File: config.mk
export PLATFORM = sky130hd
export DESIGN_NAME = bit_error_counter
export DESIGN_NICKNAME = d
export VERILOG_FILES = /design/src/bit_error_pkg.sv /design/src/pattern_reference.sv /design/src/bit_error_counter.sv
export VERILOG_INCLUDE_DIRS = /design/src
export SDC_FILE = /design/constraint.sdc
export NUM_CORES = 1
export LEC_CHECK = 0
export BUFFER_PORTS_ARGS = -buffer_cell sky130_fd_sc_hd__buf_2
export CAP_MARGIN = 20
export CELL_PAD_IN_SITES_DETAIL_PLACEMENT = 1
export CELL_PAD_IN_SITES_GLOBAL_PLACEMENT = 2
export CORE_MARGIN = 5
export CORE_UTILIZATION = 36
export CTS_BUF_LIST = sky130_fd_sc_hd__clkbuf_16
export DETAILED_ROUTE_END_ITERATION = 8
export HOLD_SLACK_MARGIN = 0.15
export PLACE_DENSITY = 0.84
export SETUP_SLACK_MARGIN = 0.4
export SYNTH_ARGS = -nofsm -noshare
export SYNTH_HDL_FRONTEND = slang
export SYNTH_HIERARCHICAL = 1
export SYNTH_SLANG_ARGS = --single-unit
export TNS_END_PERCENT = 30
File: constraint.sdc
create_clock -name aclk -period 5.4 [get_ports aclk]
set_clock_uncertainty 0.2 [all_clocks]
set_input_delay 1.62 -clock aclk [delete_from_list [all_inputs] [get_ports aclk]]
set_output_delay 1.62 -clock aclk [all_outputs]
set_load 0.01 [all_outputs]
File: src/bit_error_defs.svh
// Register offsets, field positions, reset values and timing counts of the bit error counter.
`ifndef BIT_ERROR_DEFS_SVH
`define BIT_ERROR_DEFS_SVH

// Register byte offsets.
`define REG_CTRL_OFS 8'h00
`define REG_CMD_OFS 8'h04
`define REG_STATUS_OFS 8'h08
`define REG_IRQ_STAT_OFS 8'h0C
`define REG_IRQ_MASK_OFS 8'h10

// Control register fields.
`define CTRL_MODE_BIT 0
`define CTRL_AUTO_BIT 1
`define CTRL_WIN_LSB 4
`define CTRL_RESET 8'h00

// Command register fields, write-only strobes.
`define CMD_CLEAR_BIT 0
`define CMD_SYNC_BIT 1

// Status register fields.
`define STAT_COUNT_LSB 0
`define STAT_OVF_BIT 8
`define STAT_COMP_BIT 9
`define STAT_ALIGNED_BIT 10
`define STAT_STATE_LSB 12

// Interrupt status and mask fields.
`define IRQ_ERR_BIT 0
`define IRQ_OVF_BIT 1
`define IRQ_COMP_BIT 2
`define IRQ_MASK_RESET 3'h0

// Bus responses.
`define RESP_OKAY 2'h0
`define RESP_SLVERR 2'h2

// Counting limits and reference pattern shape.
`define OVERFLOW_LIMIT 50
`define PRBS_LEN 9
`define PRBS_TAP 5

// Timing: auto clear delay and clock rate.
`define AUTO_CLEAR_MS 5000
`define CLK_KHZ 40000
`define AUTO_CLEAR_CYCLES (`AUTO_CLEAR_MS * `CLK_KHZ)

`endif

File: src/bit_error_pkg.sv
// Types shared by the bit error counter and its reference pattern generator.
package bit_error_pkg;

   typedef enum logic {
      reversal_check_mode = 1'b0,
      pseudorandom_check_mode = 1'b1
   } check_mode_t;

   // Gray coded along sync -> count -> done.
   typedef enum logic [1:0] {
      ST_SYNC = 2'b00,
      ST_COUNT = 2'b01,
      ST_DONE = 2'b11
   } meas_state_t;

   typedef struct packed {
      logic [2:0] error_window_length;
      logic auto_clear;
      check_mode_t mode;
   } ctrl_t;

   typedef struct packed {
      logic pulse;
      logic err;
   } cmp_t;

endpackage

File: src/pattern_reference.sv
// Reference pattern generator and bit comparator for reversal and pseudorandom checking.
`timescale 1ns/100ps
`default_nettype none
`include "bit_error_defs.svh"

module pattern_reference import bit_error_pkg::*; #(
   parameter int PRBS_LEN = `PRBS_LEN,
   parameter int PRBS_TAP = `PRBS_TAP
) (
   // Clock, reset, enable
   input wire logic aclk,
   input wire logic aresetn,
   input wire logic clk_en,
   // Received stream
   input wire logic bit_strobe,
   input wire logic rx_bit,
   // Control
   input wire check_mode_t mode,
   input wire logic sync_request,
   // Result
   output logic aligned,
   output cmp_t cmp
);

   localparam int FILL_W = $clog2(PRBS_LEN + 1);

   generate
      if (PRBS_TAP < 1 || PRBS_TAP >= PRBS_LEN || PRBS_LEN < 2) begin : g_bad_prbs
         $error("pattern_reference: tap must lie inside the shift register");
      end
   endgenerate

   logic [PRBS_LEN-1:0] lfsr_q;
   logic rev_q;
   logic [FILL_W-1:0] fill_q;
   logic aligned_q;
   cmp_t cmp_q;

   wire prbs_expect = lfsr_q[PRBS_LEN-1] ^ lfsr_q[PRBS_TAP-1];
   wire expected = (mode == pseudorandom_check_mode) ? prbs_expect : rev_q;
   wire filling = (fill_q != '0);
   // Reversal needs one bit to learn its phase, the sequence needs a full register.
   wire [FILL_W-1:0] fill_start = (mode == pseudorandom_check_mode) ? FILL_W'(PRBS_LEN) : FILL_W'(1);

   ////////////////////////////////////////////////////////////////////////////
   // Alignment and comparison. While aligning, the reference is loaded from the
   // line; afterwards it runs free so that a line error does not echo through it.

   always_ff @(posedge aclk) begin
      if (!aresetn) begin
         lfsr_q <= '0;
         rev_q <= 1'b0;
         fill_q <= '0;
         aligned_q <= 1'b0;
         cmp_q <= '0;
      end else if (clk_en) begin
         cmp_q <= '0;
         if (sync_request) begin
            fill_q <= fill_start;
            aligned_q <= 1'b0;
         end else if (bit_strobe && filling) begin
            lfsr_q <= {lfsr_q[PRBS_LEN-2:0], rx_bit};
            rev_q <= ~rx_bit;
            fill_q <= fill_q - FILL_W'(1);
            aligned_q <= (fill_q == FILL_W'(1));
         end else if (bit_strobe && aligned_q) begin
            lfsr_q <= {lfsr_q[PRBS_LEN-2:0], expected};
            rev_q <= ~rev_q;
            cmp_q.pulse <= 1'b1;
            cmp_q.err <= (rx_bit != expected);
         end
      end
   end

   assign aligned = aligned_q;
   assign cmp = cmp_q;

endmodule // pattern_reference

`default_nettype wire

File: src/bit_error_counter.sv
// Bit error counter with measurement window, overflow, auto clear and AXI4-Lite registers.
//
// Summary of operation
// - Reversal mode: count each bit disagreeing with reference.
// - Overflow at fifty errors, held until clear.
// - Manual clear drops overflow, complete, zeroes count.
// - Thousand-bit window raises count-complete at end.
// - Auto clear five seconds after count-complete.
// - Pseudorandom mode counts against sequence, same behaviour.
`timescale 1ns/100ps
`default_nettype none
`include "bit_error_defs.svh"

module bit_error_counter import bit_error_pkg::*; #(
   parameter int ADDR_W = 8,
   parameter int CNT_W = 6,
   parameter int OVF_LIMIT = `OVERFLOW_LIMIT,
   parameter int WIN_W = 20,
   parameter int TIMER_W = 28,
   parameter int unsigned AUTO_CLEAR_CYCLES = `AUTO_CLEAR_CYCLES
) (
   // Clock, reset, enable
   input wire logic aclk,
   input wire logic aresetn,
   input wire logic clk_en,
   // Received bit stream, one strobe per bit period
   input wire logic bit_strobe,
   input wire logic rx_bit,
   // AXI4-Lite write address
   input wire logic awvalid,
   output logic awready,
   input wire logic [ADDR_W-1:0] awaddr,
   input wire logic [2:0] awprot,
   // AXI4-Lite write data
   input wire logic wvalid,
   output logic wready,
   input wire logic [31:0] wdata,
   input wire logic [3:0] wstrb,
   // AXI4-Lite write response
   output logic bvalid,
   input wire logic bready,
   output logic [1:0] bresp,
   // AXI4-Lite read address
   input wire logic arvalid,
   output logic arready,
   input wire logic [ADDR_W-1:0] araddr,
   input wire logic [2:0] arprot,
   // AXI4-Lite read data
   output logic rvalid,
   input wire logic rready,
   output logic [31:0] rdata,
   output logic [1:0] rresp,
   // Indications
   output logic [CNT_W-1:0] error_count,
   output logic overflow,
   output logic count_complete,
   output logic irq
);

   generate
      if (OVF_LIMIT < 1 || OVF_LIMIT >= (1 << CNT_W)) begin : g_bad_cnt
         $error("bit_error_counter: overflow limit does not fit the count");
      end
      if (WIN_W < 20) begin : g_bad_win
         $error("bit_error_counter: window counter too narrow for a million bits");
      end
      if (AUTO_CLEAR_CYCLES < 1 || AUTO_CLEAR_CYCLES > (64'd1 << TIMER_W)) begin : g_bad_timer
         $error("bit_error_counter: auto clear delay does not fit the timer");
      end
      if (ADDR_W < 5) begin : g_bad_addr
         $error("bit_error_counter: address too narrow for the register map");
      end
   endgenerate

   // Window length in bit periods for each setting; zero stands for infinite.
   function automatic logic [WIN_W-1:0] window_bits(input logic [2:0] sel);
      case (sel)
         3'h1: window_bits = WIN_W'(32'h0000_000A);
         3'h2: window_bits = WIN_W'(32'h0000_0064);
         3'h3: window_bits = WIN_W'(32'h0000_03E8);
         3'h4: window_bits = WIN_W'(32'h0000_2710);
         3'h5: window_bits = WIN_W'(32'h0001_86A0);
         3'h6: window_bits = WIN_W'(32'h000F_4240);
         default: window_bits = '0;
      endcase
   endfunction

   ctrl_t ctrl_q;
   meas_state_t state_q, state_d;
   logic [CNT_W-1:0] count_q;
   logic overflow_q;
   logic complete_q;
   logic [WIN_W-1:0] win_q;
   logic [TIMER_W-1:0] timer_q;
   logic [2:0] irq_stat_q;
   logic [2:0] irq_mask_q;
   logic aligned;
   cmp_t cmp;

   logic aw_held_q, w_held_q, bvalid_q, rvalid_q;
   logic [ADDR_W-1:0] awaddr_q;
   logic [31:0] wdata_q, rdata_q;
   logic [3:0] wstrb_q;
   logic [1:0] bresp_q, rresp_q;

   ////////////////////////////////////////////////////////////////////////////
   // Write channel: address and data are taken in either order and the write
   // lands when both are present. Only one response is outstanding at a time.

   assign awready = !aw_held_q && !bvalid_q;
   assign wready = !w_held_q && !bvalid_q;
   wire aw_take = awvalid && awready;
   wire w_take = wvalid && wready;
   wire wr_fire = (aw_held_q || aw_take) && (w_held_q || w_take) && !bvalid_q;
   wire [ADDR_W-1:0] wr_addr = aw_held_q ? awaddr_q : awaddr;
   wire [31:0] wr_data = w_held_q ? wdata_q : wdata;
   wire [3:0] wr_strb = w_held_q ? wstrb_q : wstrb;
   wire wr_lane0 = wr_fire && wr_strb[0];

   wire wr_is_ctrl = (wr_addr == ADDR_W'(`REG_CTRL_OFS));
   wire wr_is_cmd = (wr_addr == ADDR_W'(`REG_CMD_OFS));
   wire wr_is_stat = (wr_addr == ADDR_W'(`REG_STATUS_OFS));
   wire wr_is_istat = (wr_addr == ADDR_W'(`REG_IRQ_STAT_OFS));
   wire wr_is_imask = (wr_addr == ADDR_W'(`REG_IRQ_MASK_OFS));
   wire wr_hit = wr_is_ctrl || wr_is_cmd || wr_is_stat || wr_is_istat || wr_is_imask;

   wire manual_clear = wr_lane0 && wr_is_cmd && wr_data[`CMD_CLEAR_BIT];
   wire sync_request_button = wr_lane0 && wr_is_cmd && wr_data[`CMD_SYNC_BIT];
   wire [2:0] irq_w1c = (wr_lane0 && wr_is_istat) ? wr_data[2:0] : 3'h0;

   always_ff @(posedge aclk) begin
      if (!aresetn) begin
         aw_held_q <= 1'b0;
         w_held_q <= 1'b0;
         awaddr_q <= '0;
         wdata_q <= '0;
         wstrb_q <= '0;
      end else if (clk_en) begin
         aw_held_q <= (aw_held_q || aw_take) && !wr_fire;
         w_held_q <= (w_held_q || w_take) && !wr_fire;
         if (aw_take) awaddr_q <= awaddr;
         if (w_take) wdata_q <= wdata;
         if (w_take) wstrb_q <= wstrb;
      end
   end

   always_ff @(posedge aclk) begin
      if (!aresetn) begin
         bvalid_q <= 1'b0;
         bresp_q <= `RESP_OKAY;
      end else if (clk_en) begin
         if (wr_fire) begin
            bvalid_q <= 1'b1;
            bresp_q <= wr_hit ? `RESP_OKAY : `RESP_SLVERR;
         end else if (bready) begin
            bvalid_q <= 1'b0;
         end
      end
   end

   assign bvalid = bvalid_q;
   assign bresp = bresp_q;

   ////////////////////////////////////////////////////////////////////////////
   // Read channel: one cycle from address to data.

   wire [31:0] stat_word = (32'(count_q) << `STAT_COUNT_LSB) | (32'(overflow_q) << `STAT_OVF_BIT)
      | (32'(complete_q) << `STAT_COMP_BIT) | (32'(aligned) << `STAT_ALIGNED_BIT)
      | (32'(state_q) << `STAT_STATE_LSB);
   wire [31:0] ctrl_word = (32'(ctrl_q.mode) << `CTRL_MODE_BIT) | (32'(ctrl_q.auto_clear) << `CTRL_AUTO_BIT)
      | (32'(ctrl_q.error_window_length) << `CTRL_WIN_LSB);
   wire rd_is_ctrl = (araddr == ADDR_W'(`REG_CTRL_OFS));
   wire rd_is_cmd = (araddr == ADDR_W'(`REG_CMD_OFS));
   wire rd_is_stat = (araddr == ADDR_W'(`REG_STATUS_OFS));
   wire rd_is_istat = (araddr == ADDR_W'(`REG_IRQ_STAT_OFS));
   wire rd_is_imask = (araddr == ADDR_W'(`REG_IRQ_MASK_OFS));
   wire rd_hit = rd_is_ctrl || rd_is_cmd || rd_is_stat || rd_is_istat || rd_is_imask;
   wire [31:0] rd_word = rd_is_ctrl ? ctrl_word : rd_is_stat ? stat_word
      : rd_is_istat ? 32'(irq_stat_q) : rd_is_imask ? 32'(irq_mask_q) : 32'h0000_0000;

   assign arready = !rvalid_q;
   wire ar_take = arvalid && arready;

   always_ff @(posedge aclk) begin
      if (!aresetn) begin
         rvalid_q <= 1'b0;
         rdata_q <= '0;
         rresp_q <= `RESP_OKAY;
      end else if (clk_en) begin
         if (ar_take) begin
            rvalid_q <= 1'b1;
            rdata_q <= rd_word;
            rresp_q <= rd_hit ? `RESP_OKAY : `RESP_SLVERR;
         end else if (rready) begin
            rvalid_q <= 1'b0;
         end
      end
   end

   assign rvalid = rvalid_q;
   assign rdata = rdata_q;
   assign rresp = rresp_q;

   ////////////////////////////////////////////////////////////////////////////
   // Control and interrupt registers.

   always_ff @(posedge aclk) begin
      if (!aresetn) begin
         ctrl_q <= ctrl_t'(5'(`CTRL_RESET));
         irq_mask_q <= `IRQ_MASK_RESET;
      end else if (clk_en) begin
         if (wr_lane0 && wr_is_ctrl) begin
            ctrl_q.mode <= check_mode_t'(wr_data[`CTRL_MODE_BIT]);
            ctrl_q.auto_clear <= wr_data[`CTRL_AUTO_BIT];
            ctrl_q.error_window_length <= wr_data[`CTRL_WIN_LSB +: 3];
         end
         if (wr_lane0 && wr_is_imask) irq_mask_q <= wr_data[2:0];
      end
   end

   ////////////////////////////////////////////////////////////////////////////
   // Reference pattern and comparison.

   pattern_reference #(
      .PRBS_LEN(`PRBS_LEN),
      .PRBS_TAP(`PRBS_TAP)
   ) u_reference (
      .aclk(aclk),
      .aresetn(aresetn),
      .clk_en(clk_en),
      .bit_strobe(bit_strobe),
      .rx_bit(rx_bit),
      .mode(ctrl_q.mode),
      .sync_request(sync_request_button),
      .aligned(aligned),
      .cmp(cmp)
   );

   ////////////////////////////////////////////////////////////////////////////
   // Measurement sequence. Bits are only judged once the reference is aligned.

   wire [WIN_W-1:0] win_target = window_bits(ctrl_q.error_window_length);
   wire counting = (state_q == ST_COUNT);
   wire bit_seen = counting && cmp.pulse;
   wire err_seen = bit_seen && cmp.err;
   wire window_end = bit_seen && (win_target != '0) && (win_q == win_target - WIN_W'(1));
   wire auto_expire = (state_q == ST_DONE) && ctrl_q.auto_clear
      && (timer_q == TIMER_W'(AUTO_CLEAR_CYCLES - 1));
   wire clear_now = manual_clear || auto_expire;
   wire ovf_hit = err_seen && (count_q == CNT_W'(OVF_LIMIT - 1));

   always_comb begin
      state_d = state_q;
      case (state_q)
         ST_SYNC: if (aligned) state_d = ST_COUNT;
         ST_COUNT: if (window_end) state_d = ST_DONE;
         ST_DONE: if (clear_now) state_d = ST_COUNT;
         default: state_d = ST_SYNC;
      endcase
      if (sync_request_button) state_d = ST_SYNC;
   end

   always_ff @(posedge aclk) begin
      if (!aresetn) state_q <= ST_SYNC;
      else if (clk_en) state_q <= state_d;
   end

   always_ff @(posedge aclk) begin
      if (!aresetn) begin
         count_q <= '0;
         overflow_q <= 1'b0;
         complete_q <= 1'b0;
      end else if (clk_en) begin
         if (clear_now) begin
            count_q <= '0;
            overflow_q <= 1'b0;
            complete_q <= 1'b0;
         end else begin
            // The count stops at the limit so the meter never wraps.
            if (err_seen && count_q != CNT_W'(OVF_LIMIT)) count_q <= count_q + CNT_W'(1);
            if (ovf_hit) overflow_q <= 1'b1;
            if (window_end) complete_q <= 1'b1;
         end
      end
   end

   // A new window starts after every clear and every realignment.
   always_ff @(posedge aclk) begin
      if (!aresetn) win_q <= '0;
      else if (clk_en) begin
         if (clear_now || !counting) win_q <= '0;
         else if (bit_seen) win_q <= win_q + WIN_W'(1);
      end
   end

   always_ff @(posedge aclk) begin
      if (!aresetn) timer_q <= '0;
      else if (clk_en) begin
         if (state_q == ST_DONE && ctrl_q.auto_clear && !clear_now) timer_q <= timer_q + TIMER_W'(1);
         else timer_q <= '0;
      end
   end

   // Hardware set wins over a software clear in the same cycle.
   wire [2:0] irq_events = {window_end, ovf_hit, err_seen};

   always_ff @(posedge aclk) begin
      if (!aresetn) irq_stat_q <= 3'h0;
      else if (clk_en) irq_stat_q <= (irq_stat_q & ~irq_w1c) | irq_events;
   end

   assign irq = |(irq_stat_q & irq_mask_q);
   assign error_count = count_q;
   assign overflow = overflow_q;
   assign count_complete = complete_q;

endmodule // bit_error_counter

`default_nettype wire

# --- Yosys cells after proc, flatten, opt, wreduce, memory -nomap -nowiden ---
# Cells that the tools add are included.
word_totals:
  reg_bits: 142
  in_bits: 68
  out_inout_bits: 50
  word_cells: 188
classes:
  addsub: 5
  n_eq_ne: 25
  mux: 42
  bitwise: 14
  n_reduce_logical: 75
op_table:
  columns: ["cell", "count"]
  rows:
  - ["$pmux W20 S6", 1]
  - ["$mux W20", 2]
  - ["$eq A8 B4 Y1 const B", 4]
  - ["$add A28 B1 Y28 const B", 1]
  - ["$eq A28 B28 Y1 const B", 1]
  - ["$mux W14", 2]
  - ["$mux W28", 1]
  - ["$logic_and A1 B1 Y1", 27]
  - ["$reduce_and A2 Y1", 13]
  - ["$add A20 B1 Y20 const B", 1]
  - ["$eq A20 B20 Y1", 1]
  - ["$reduce_bool A20 Y1", 1]
  - ["$sub A20 B1 Y20 const B", 1]
  - ["$mux W2", 9]
  - ["$mux W9", 2]
  - ["$eq A8 B3 Y1 const B", 2]
  - ["$eq A8 B5 Y1 const B", 2]
  - ["$logic_not A8 Y1", 2]
  - ["$reduce_bool A2 Y1", 8]
  - ["$mux W1", 14]
  - ["$or A11 B14 Y14", 1]
  - ["$logic_or A1 B1 Y1", 12]
  - ["$mux W4", 3]
  - ["$mux W6", 2]
  - ["33 further kinds", 48]

# --- Longest topological paths before layout ---
# Gate-level depths: netlist of run 1.
logic_depth:
  depth_word: 13
  mapped_depth: 11
  mapped_depth_nobuf: 9

# --- Modules after synthesis ---
# The synthesis of run 1 kept the hierarchy.
modules_own_cells:
  columns: ["mod", "n_inst", "cells_each", "area_per_inst_um2", "seq_area_each_um2"]
  rows:
  - ["bit_error_counter", 1, 717, 5836.8, 2042.0]
  - ["pattern_reference", 1, 88, 802.0, 340.3]

# --- Worst setup path before layout of run 1 ---
# OpenSTA, ideal clock, no wires.
synth_timing:
  kind: "input port to flip-flop"
  start: "input awaddr[6]"
  end: "register u_reference.fill_q[3]"
  setup_time_ps: 70
  t_arrival_ps: 3822
  t_required_ps: 5130
  slack_ps: 1308
  stages: 8
  n_path_buf: 0
  path_cell_list: "nor4_1 > o22ai_1 > a21oi_1 > nor3b_1 > o21ai_0 > a31o_2 > or2_2 > a21oi_1"
synth_between:
  elab_chain_len: 6
  word_cells_on_any_way: 7
  cone_classes: "eq/ne: 1; mux: 2; reduce/logical: 4"
synth_lines:
  columns: ["item", "line_no", "rtl"]
  rows:
  - ["start: declaration", "bit_error_counter.sv:32", "input wire logic [ADDR_W-1:0] awaddr,"]
  - ["$mux W8 *", "bit_error_counter.sv:115", "wire [ADDR_W-1:0] wr_addr = aw_held_q ? awaddr_q : awaddr;"]
  - ["$eq A8 B3 Y1 *", "bit_error_counter.sv:121", "wire wr_is_cmd = (wr_addr == ADDR_W'(`REG_CMD_OFS));"]
  - ["$logic_and A1 B1 Y1 * (2 in series)", "bit_error_counter.sv:128", "wire sync_request_button = wr_lane0 && wr_is_cmd && wr_data[`CMD_SYNC_BIT];"]
  - ["named net sync_request_button", "bit_error_counter.sv:128", null]
  - ["$reduce_bool A2 Y1 (no line)", null, null]
  - ["$reduce_and A2 Y1 (no line)", null, null]
  - ["end signal: assignment", "pattern_reference.sv:59", "fill_q <= fill_start;"]
  - ["end signal: assignment", "pattern_reference.sv:64", "fill_q <= fill_q - FILL_W'(1);"]
  - ["end: declaration", "pattern_reference.sv:35", "logic [FILL_W-1:0] fill_q;"]
# The timed path passes the listed nets; every way through them passes the cells marked *.
# A chain may end at the register's enable or synchronous reset.

# --- Worst setup path after layout of run 1 ---
layout_timing:
  start: "input awaddr[6]"
  end: "register u_reference.rev_q"
layout_between:
  elab_chain_len: 6
layout_lines:
  columns: ["item", "line_no", "rtl"]
  rows:
  - ["$mux W8", "bit_error_counter.sv:115", null]
  - ["$eq A8 B3 Y1", "bit_error_counter.sv:121", null]
  - ["$logic_and A1 B1 Y1 (2 in series)", "bit_error_counter.sv:128", null]
  - ["named net sync_request_button", "bit_error_counter.sv:128", null]
  - ["$not A1 Y1 (no line)", null, null]
  - ["$reduce_and A3 Y1 (no line)", null, null]
  - ["end signal: assignment", "pattern_reference.sv:63", "rev_q <= ~rx_bit;"]
  - ["end signal: assignment", "pattern_reference.sv:68", "rev_q <= ~rev_q;"]
  - ["end: declaration", "pattern_reference.sv:34", "logic rev_q;"]
# The timed path passes the listed nets, and every way through them passes these cells.

==> impl_metrics.yaml, run 1 <==
logic_synthesis:
  syn_avg_cell_area_um2: 8.247
  ys_seq_elements: 119
  synthCells: 805
  synth_edf_count: 0
  synthesis.area_mm2: 0.006639
  synth_warnings: 6
  ys_types: 74
  synth-seq-area-share_pct: 35.88
  ys.flop_type: "dfxtp_1"
  async_flop_share_pct: 0
die:
  io-pin-count: 118
  die_h_um: 145.8
  dieWidth_um: 145.8
  std_cell_rows: 49
  core_mm2: 0.01809
  die-area_mm2: 0.02126
  initial_core_util_pct: 36.71
power:
  vdd_drop_max_mv: 0.2239
  p_comb_share_pct: 6.9
  p_seq_share_pct: 42.5
  power_density_mw_per_mm2: 283.1
  p_switching_w: 0.0005181
  clkPwrFrac_pct: 50.6
  p_sw_share_pct: 24.19
  cellLeakagePower_nw: 2.697
  p_int_w: 0.001624
cells_and_area:
  layout-drive-gt1-share_pct: 13.85
  fin_util_pct: 41.83
  seq_area_mm2: 0.002382
  fin_cells: 1088
  design_area_mm2: 0.007566
  antenna_cells: 0
  multi_input_area_mm2: 0.003871
  areaGrowthSynthToFinish_pct: 13.97
  fin_nets: 923
  nFillCells: 2166
grt:
  grt_pass1_vias: 6038
  track_usage_pct: 17.24
  grt_max_degree: 35
  gr-total-overflow: 0
  grt_pass1_wl_um: 30570
  antenna_found_initial: 0
placed_design:
  gp_congestion: 0.7852
  place_hpwl_um: 13060
  port-buffer-count: 60
  place_area_mm2: 0.007002
  place_ws_ps: 991.5
  place_inst: 1056
critical_path:
  startpoint_type: "input pin"
  critPathArrivalTime_ps: 4100
  endpoint_kind: "flop"
  critPathKind: "input pin to flop"
  critPathMaxFanout: 12
  worstPathRequired_ps: 5510
route:
  drcViolationCount: 0
  vias_per_cell: 5.396
  firstDrtPassIters: 4
  drt_iter0_markers: 206
  drt_wl_total_um: 18080
  vias: 5871
  wl_per_cell_um: 16.62
  ant_nets: 0
sta:
  setup_violations: 0
  slew_headroom_pct: 44.01
  tightest_slew_ps: 818.7
  fin_ws_ps: 1408
  drv_slew: 0
  rsz0062_at_grt: "no"
  setup_tns_ps: 0
  fin_crit_sh_pct: 73.93
  post-route-min-period_ps: 3992
  hold_viol: 0
  max_freq_mhz: 250.5
clock_network:
  root_buffer: "clkbuf_16"
  htree_num_levels: 4
  cts_tree: "yes"
  clock_latency_ps: 410
  path_clk_slew_ps: 60
  clock_sinks: 119
  postCtsSetupBuffers: 0
  cts_buffers: 17
  clk_path_buf_depth: 2
  hold_buffers: 0
  cts_resized: 0
worst_hold_path:
  hold_path_class: "flop to flop"
run_status:
  outcome: "finished clean"
job:
  drv_cap: 0
-- cells in the final DEF, fill, tap and decap left out, drive strengths merged, types with 8 or more instances in the layout --
cell      n
a21boi   17
a21oi    28
a22oi     8
and3     14
buf      70
clkbuf   17
clkinv    8
conb     22
dfxtp   119
ha        9
inv      25
mux2i    33
nand2    63
nand2b    9
nand3    35
nand4    21
nor2     97
nor2b    31
nor3     20
o211ai    9
o21ai    25
or3       8
or4       8
xnor2    19
xor2     23
-- power by group through the flow --
stage	Clock (W)	Combinational, W	Sequential [W]
6_report	0.00108	0.000148	0.000910
3_5_place_dp	0	0.000149	0.000928
3_3_place_gp	0	0.000147	0.000928
2_1_floorplan	0	0.000115	0.000924
5_1_grt	0.00116	0.000167	0.000912
4_1_cts	0.00111	0.000149	0.000910
-- kinds of logic after synthesis --
group / count (synthesis) / synth area share [%]
mux: 39 / 5.993
xor+xnor: 42 / 5.541
flops: 119 / 35.88
other cells: 1 / 0.05649
buf+inv: 92 / 6.992
compound gates: 144 / 15.17
simple gates: 358 / 28.51
fa+ha+maj: 10 / 1.847
-- synthesized netlist by cell type, types with 14 or more instances --
cell | n | area (µm²)
dfxtp_1 | 119 | 2382
inv_1 | 22 | 82.58
xor2_1 | 23 | 201.4
nand4_1 | 21 | 131.4
nand3_1 | 35 | 175.2
nor2_1 | 97 | 364.1
a21oi_1 | 28 | 140.1
xnor2_1 | 19 | 166.4
nor2b_1 | 31 | 193.9
buf_4 | 28 | 210.2
nor3_1 | 18 | 90.09
mux2i_1 | 33 | 330.3
and3_1 | 14 | 87.58
nand2_1 | 63 | 236.5
o21ai_0 | 23 | 115.1
a21boi_0 | 17 | 127.6
clkbuf_1 | 31 | 116.4
-- cell type report --
class	instances	area share, %
multi-input cells	615	51.17
inverters	23	1.141
flip-flops and latches	119	31.49
well taps	229	3.787
repair buffers	70	4.961
clock inverters	15	1.836
clock buffers	17	5.623
-- path summary, 6_finish.rpt --
check             depth (start not counted)           endpoint  slack (ps)   startpoint
setup reg to reg                          9  u_reference/rev_q        2050     w_held_q
hold reg to reg                           2        awaddr_q[5]         270  awaddr_q[5]
hold / removal                            2        awaddr_q[5]         270  awaddr_q[5]
setup / recovery                         10  u_reference/rev_q        1410    awaddr[6]
-- metal layers --
layer / vias to the layer above / part of all wire [%] / GRT usage (%)
li1: 2911 / - / -
met1: 2889 / 48 / 22.30
met5: - / 0 / 0
met3: 9 / 3.0 / 3.737
met4: 0 / 0.73 / 4.368
met2: 62 / 49 / 29.24
-- per-stage QoR --
stage          total power, W  hold WS (ps)
6_report             0.002142         265.2
5_1_grt              0.002235         290.8
4_1_cts              0.002168         270.4
3_5_place_dp         0.001077         262.0
3_3_place_gp         0.001075         252.8
2_1_floorplan        0.001039         243.3
-- flip-flops by register name, summed over array words and instances (netlist names), 2 cells and up --
register / flops
irq_stat_q: 3
u_reference/fill_q: 4
u_reference/lfsr_q: 9
error_count: 6
rdata: 12
awaddr_q: 8
state_q: 2
wdata_q: 6
timer_q: 28
irq_mask_q: 3
ctrl_q: 5
win_q: 20
u_reference/cmp: 2
-- critical path, cell delays in order --
cell and delay, ps:
buf_2 110, nor4_1 370, o22ai_1 290, a21oi_1 270
nor3b_1 250, buf_4 220, and3b_1 200, o21a_1 300
and4b_1 290, a31o_1 170
No activity file was read; power rests on OpenSTA's default activity.
==> run 2, diff against run 1 <==
--- a/config.mk
+++ b/config.mk
@@ -11,11 +11,11 @@
 export CELL_PAD_IN_SITES_DETAIL_PLACEMENT = 1
 export CELL_PAD_IN_SITES_GLOBAL_PLACEMENT = 2
 export CORE_MARGIN = 5
-export CORE_UTILIZATION = 36
+export CORE_UTILIZATION = 30
 export CTS_BUF_LIST = sky130_fd_sc_hd__clkbuf_16
 export DETAILED_ROUTE_END_ITERATION = 8
 export HOLD_SLACK_MARGIN = 0.15
-export PLACE_DENSITY = 0.84
+export PLACE_DENSITY = 0.75
 export SETUP_SLACK_MARGIN = 0.4
 export SYNTH_ARGS = -nofsm -noshare
 export SYNTH_HDL_FRONTEND = slang
==> constraint.sdc (replaced) <==
create_clock -name aclk -period 3.4 [get_ports aclk]
set_clock_uncertainty 0.2 [all_clocks]
set_input_delay 1.02 -clock aclk [delete_from_list [all_inputs] [get_ports aclk]]
set_output_delay 1.02 -clock aclk [all_outputs]
set_load 0.01 [all_outputs]
==> run 2 against run 1 <==
Compared with the run above: sequential share of layout area decreased by 1.4 points; wire length grew 5.8%; count of clock-buffer cells in the layout stayed put.
==> impl_metrics.yaml, run 2 (synthesized netlist as in run 1, its figures left out) <==
cells_and_area:
  fin_util_pct: 36.29
  antenna_cells: 0
  largest_reg_flops: 28
  areaGrowthSynthToFinish_pct: 19.28
  final_common_cell: "dfxtp_1"
  layout.cells.most_common_list: "dfxtp_1, nor2_1, nand2_1"
  layout-drive-gt1-share_pct: 17.33
  top_register: "timer_q"
  fin_nets: 947
clock_network:
  clk_path_buf_depth: 2
  cts_buffers: 17
  root_buffer: "clkbuf_16"
  path_clk_slew_ps: 60
  clock_latency_ps: 440
  htree_num_levels: 4
  cts_tree: "yes"
  clock_sinks: 119
  hold_buffers: 0
critical_path:
  startpoint_type: "input pin"
  endpoint_kind: "flop"
  critPathKind: "input pin to flop"
  critPathMaxFanout: 16
  startpoint: "awaddr[3]"
  r2r-start: "timer_q[0]"
  critPathArrivalTime_ps: 3030
  worstPathRequired_ps: 3550
  reg2reg_depth: 7
sta:
  fin_crit_sh_pct: 84.62
  rsz0062_at_grt: "yes"
  fin_ws_ps: 522.8
  max_freq_mhz: 347.6
  setup_tns_ps: 0
  tightest_slew_ps: 547.5
  post-route-min-period_ps: 2877
  setup_violations: 0
  hold_viol: 0
  drv_slew: 0
  slew_headroom_pct: 62.56
power:
  power_w: 0.003477
  p_int_w: 0.002550
  p_comb_share_pct: 7.5
  p_switching_w: 0.0009270
  clkPwrFrac_pct: 51.0
  vdd_drop_max_mv: 0.3307
  cellLeakagePower_nw: 2.856
  power_density_mw_per_mm2: 439.1
  p_sw_share_pct: 26.66
  p_seq_share_pct: 41.5
job:
  drv_cap: 0
worst_hold_path:
  hold_path_class: "flop to flop"
  min_from: "awaddr_q[1]"
  holdPathStages: 2
placed_design:
  gp_congestion: 0.7654
  place_hpwl_um: 14110
  port-buffer-count: 60
  place_ws_ps: 80.67
die:
  die-area_mm2: 0.02520
  dieWidth_um: 158.8
  die_h_um: 158.8
  initial_core_util_pct: 30.42
  std_cell_rows: 54
  core_mm2: 0.02182
  io-pin-count: 118
grt:
  use_met1_pct: 19.80
  grt_busiest_layer: "met2"
  grt_pass1_wl_um: 31650
  grt_max_degree: 35
  met3_usage_pct: 3.344
  track_usage_pct: 15.06
  antenna_found_initial: 0
  gr-total-overflow: 0
  grt_pass1_vias: 6130
  grtUsageMet2_pct: 24.67
run_status:
  outcome: "finished clean"
route:
  firstDrtPassIters: 4
  drt_wl_total_um: 19140
  drcViolationCount: 0
  ant_nets: 0
  wl_per_cell_um: 16.46
  vias_per_cell: 5.100
  drt_iter0_markers: 197
  vias: 5931
==> run 2: changes by cell type in the layout (fill, tap and decap cells not counted), sizes merged <==
cell / previous run / this run
clkinv: 8 / 4
inv: 25 / 30
bufinv: 2 / 1
buf: 70 / 94
==> run 2: repair_timing <==
item / in CTS / in global routing
endpoints found under the setup margin: 1 / 16
gates cloned: 0 / 0
buffers inserted: 1 / 0
resized for setup: 0 / 2
pin swaps: 1 / 0
==> run 2: routing by layer <==
layer / routed length [µm] / part of all wire (%)
met5: 0 / 0
met4: 242 / 1.3
met3: 496 / 2.6
met2: 8867 / 46
met1: 9533 / 50
==> run 2: path summary, 6_finish.rpt <==
| check | end | slack [ps] |
|---|---|---|
| worst max-delay path | win_q[4] | 520 |
| worst min-delay path | awaddr_q[1] | 270 |
| worst min register to register | awaddr_q[1] | 270 |
| worst max register to register | win_q[4] | 520 |
==> run 2: power by group through the flow <==
stage	Clock [W]	Combinational [W]	Sequential [W]
CTS	0.00181	0.000264	0.00144
global route	0.00188	0.000290	0.00145
finish	0.00177	0.000261	0.00144
floorplan	0	0.000185	0.00147
global placement	0	0.000261	0.00147
detailed placement	0	0.000263	0.00147
==> run 2: cell type report <==
| type | count | area (µm²) |
|---|---|---|
| Fill cell | 2607 | 13900 |
| Clock inverter | 15 | 145.1 |
| Tap cell | 280 | 350.3 |
| Clock buffer | 17 | 425.4 |
| Multi-Input combinational cell | 615 | 3911 |
| Inverter | 23 | 86.33 |
| Sequential cell | 119 | 2382 |
| Timing Repair Buffer | 94 | 618.1 |
==> run 2: stage by stage <==
stage	instances	hold WS [ps]	cell area [µm²]
after detailed placement	1130	268.5	7332
after global routing	1163	294.8	7919
after floorplan	826	243.3	6750
final	1163	271.3	7919
after global placement	1130	251.1	7332
after CTS	1163	277.0	7910
==> run 2: worst max-delay path, cell delays in order <==
cell and delay (ps):
buf_2 120, mux2_2 280, or3_1 400, a211oi_4 270, buf_12 180, nor3_2 60
or4_1 510, a31oi_1 180
==> run 3, diff against run 2 <==
--- a/config.mk
+++ b/config.mk
@@ -6,16 +6,17 @@
 export SDC_FILE = /design/constraint.sdc
 export NUM_CORES = 1
 export LEC_CHECK = 0
+export ABC_AREA = 1
 export BUFFER_PORTS_ARGS = -buffer_cell sky130_fd_sc_hd__buf_2
 export CAP_MARGIN = 20
 export CELL_PAD_IN_SITES_DETAIL_PLACEMENT = 1
 export CELL_PAD_IN_SITES_GLOBAL_PLACEMENT = 2
 export CORE_MARGIN = 5
-export CORE_UTILIZATION = 30
+export CORE_UTILIZATION = 31
 export CTS_BUF_LIST = sky130_fd_sc_hd__clkbuf_16
 export DETAILED_ROUTE_END_ITERATION = 8
 export HOLD_SLACK_MARGIN = 0.15
-export PLACE_DENSITY = 0.75
+export PLACE_DENSITY = 0.79
 export SETUP_SLACK_MARGIN = 0.4
 export SYNTH_ARGS = -nofsm -noshare
 export SYNTH_HDL_FRONTEND = slang
==> constraint.sdc (replaced) <==
create_clock -name aclk -period 3 [get_ports aclk]
set_clock_uncertainty 0.2 [all_clocks]
set_input_delay 0.9 -clock aclk [delete_from_list [all_inputs] [get_ports aclk]]
set_output_delay 0.9 -clock aclk [all_outputs]
set_load 0.01 [all_outputs]
==> run 3 against run 2 <==
Compared with the run above: clock power is 11% higher; final cell count grew 20%; global-route usage increased by 1.4 points; critical endpoint is now win_q[15]; highest routed layer unchanged.
==> impl_metrics.yaml, run 3 <==
route:
  ant_nets: 0
  vias: 6748
  firstDrtPassIters: 4
  drcViolationCount: 0
  drt_iter0_markers: 257
  vias_per_cell: 4.841
  wl_per_cell_um: 14.91
  drt_wl_total_um: 20790
clock_network:
  clock_latency_ps: 420
  postCtsSetupBuffers: 0
  clk_path_buf_depth: 2
  root_buffer: "clkbuf_16"
  htree_num_levels: 4
  cts_tree: "yes"
  path_clk_slew_ps: 60
  hold_buffers: 0
  clock_sinks: 119
  cts_buffers: 17
logic_synthesis:
  ys_seq_elements: 119
  synth-seq-area-share_pct: 34.66
  synth_most_common_cell: "nand2_1"
  ys_types: 46
  ys.flop_type: "dfxtp_1"
  post-synth-top-area-cell: "dfxtp_1"
  synthesis.area_mm2: 0.006873
  async_flop_share_pct: 0
  synth_warnings: 6
  synthTopCellsByArea: "dfxtp_1, nand2_1, nor2_1"
  yosys-top-cells-count: "nand2_1, nor2_1, dfxtp_1, inv_1, nand3_1"
  yosysTopAreaCellShare_pct: 34.66
  synthCells: 1029
  synth_edf_count: 0
  syn_avg_cell_area_um2: 6.679
placed_design:
  place_ws_ps: 169.7
  gp_congestion: 0.8651
  port-buffer-count: 60
  place_hpwl_um: 16030
  place_area_mm2: 0.007470
grt:
  gr-total-overflow: 0
  grt_pass1_vias: 6747
  grt_max_degree: 34
  antenna_found_initial: 0
  grt_pass1_wl_um: 34650
  track_usage_pct: 16.42
cells_and_area:
  layout.cells.most_common_list: "nand2_1, nor2_1, dfxtp_1"
  areaGrowthSynthToFinish_pct: 17.39
  top_register: "timer_q"
  antenna_cells: 0
  fin_nets: 1179
  layout-drive-gt1-share_pct: 14.99
  largest_reg_flops: 28
  final_common_cell: "nand2_1"
  nFillCells: 2819
  design_area_mm2: 0.008068
sta:
  slew_headroom_pct: 58.64
  post-route-min-period_ps: 2386
  fin_ws_ps: 614.1
  fin_hold_ws_ps: 247.0
  tightest_slew_ps: 613.9
  drv_slew: 0
  max_freq_mhz: 419.1
  setup_tns_ps: 0
  fin_crit_sh_pct: 79.53
  setup_violations: 0
  hold_viol: 0
  rsz0062_at_grt: "yes"
critical_path:
  slowest_delay_ps: 350
  critPathArrivalTime_ps: 2530
  reg2reg_depth: 15
  reg2reg_slack_ps: 630
  critPathMaxFanout: 6
  r2r-start: "ctrl_q[3]"
  endpoint: "win_q[15]"
  startpoint_type: "input pin"
  timing.rr.end: "state_q[0]"
  worstPathRequired_ps: 3140
  startpoint: "wdata[0]"
  path_cells: "buf_2 -> o21ai_0 -> inv_1 -> nand3_4 -> nand2_4 -> nand2_4 -> nand2_2 -> buf_4 -> inv_1 -> o21ai_2 -> nor3_2"
  endpoint_kind: "flop"
  cp_slowest_cell: "o21ai_0"
  critPathKind: "input pin to flop"
power:
  power_w: 0.003994
  cellLeakagePower_nw: 3.271
  power_density_mw_per_mm2: 495.1
  vdd_drop_max_mv: 0.3952
die:
  dieWidth_um: 158.9
  die_h_um: 158.9
  io-pin-count: 118
  initial_core_util_pct: 31.49
  core_mm2: 0.02182
  std_cell_rows: 54
  die-area_mm2: 0.02525
job:
  drv_cap: 0
worst_hold_path:
  hold_path_class: "flop to flop"
  min_from: "wdata_q[4]"
run_status:
  outcome: "finished clean"
-- run 3: final cells by class --
type / count / area [µm²] / area share [%]
clock buffer: 17 / 425.4 / 5.273
multi-input combinational: 757 / 3776 / 46.81
inverter: 119 / 446.7 / 5.537
timing repair buffer: 88 / 539.3 / 6.684
tap: 280 / 350.3 / 4.342
clock inverter: 14 / 137.6 / 1.706
sequential: 119 / 2392 / 29.65
-- run 3: cell families (layout without fill, tap and decap cells) --
family                     Yosys count  after routing  share of synthesized area [%]
and+or+nand+nor                    538            538                          35.32
buffers and inverters              174            238                          11.94
AOI/OAI and AO/OA                  161            161                          12.94
DFF                                119            119                          34.66
xor gates and xnor gates            27             27                          3.441
adders and majority gates            9              9                          1.638
other                                1             22                        0.05456
-- run 3: critical path, delay by kind of cell --
kind | cells | cell delay [ps]
AO/OA/AOI/OAI | 2 | 470
buffers and inverters | 4 | 550
AND/OR/NAND/NOR | 5 | 590
-- run 3: power by group --
part / total, W / internal [W] / switching, W
combinational: 0.000377 / 0.000130 / 0.000247
sequential: 0.00166 / 0.00162 / 0.0000341
clock: 0.00196 / 0.00121 / 0.000752
-- run 3: what timing repair did --
item	CTS	global route
pin swaps	0	1
endpoints found under the setup margin	4	25
gates resized for setup	4	10
-- run 3: how the worst min path moves through the flow --
stage / cells after the start / endpoint / slack, ps
after floorplan: 2 / wdata_q[2] / 220
after global placement: 2 / wdata_q[4] / 230
after detailed placement: 2 / wdata_q[2] / 240
after CTS: 2 / wdata_q[4] / 250
after global routing: 2 / wdata_q[0] / 270
final: 2 / wdata_q[4] / 250
-- run 3: metrics by stage --
step	std cells	util [%]
finish	1394	36.97
global route	1394	36.97
CTS	1394	36.82
detailed placement	1363	34.23
global placement	1363	34.23
floorplan	1050	-
-- run 3: routing by layer --
metal	up-vias	wire length (µm)	track usage, %
met2	94	9400	26.21
li1	3457	-	-
met3	18	766	3.681
met5	-	0	0
met1	3179	10350	22.48
met4	0	275	4.343
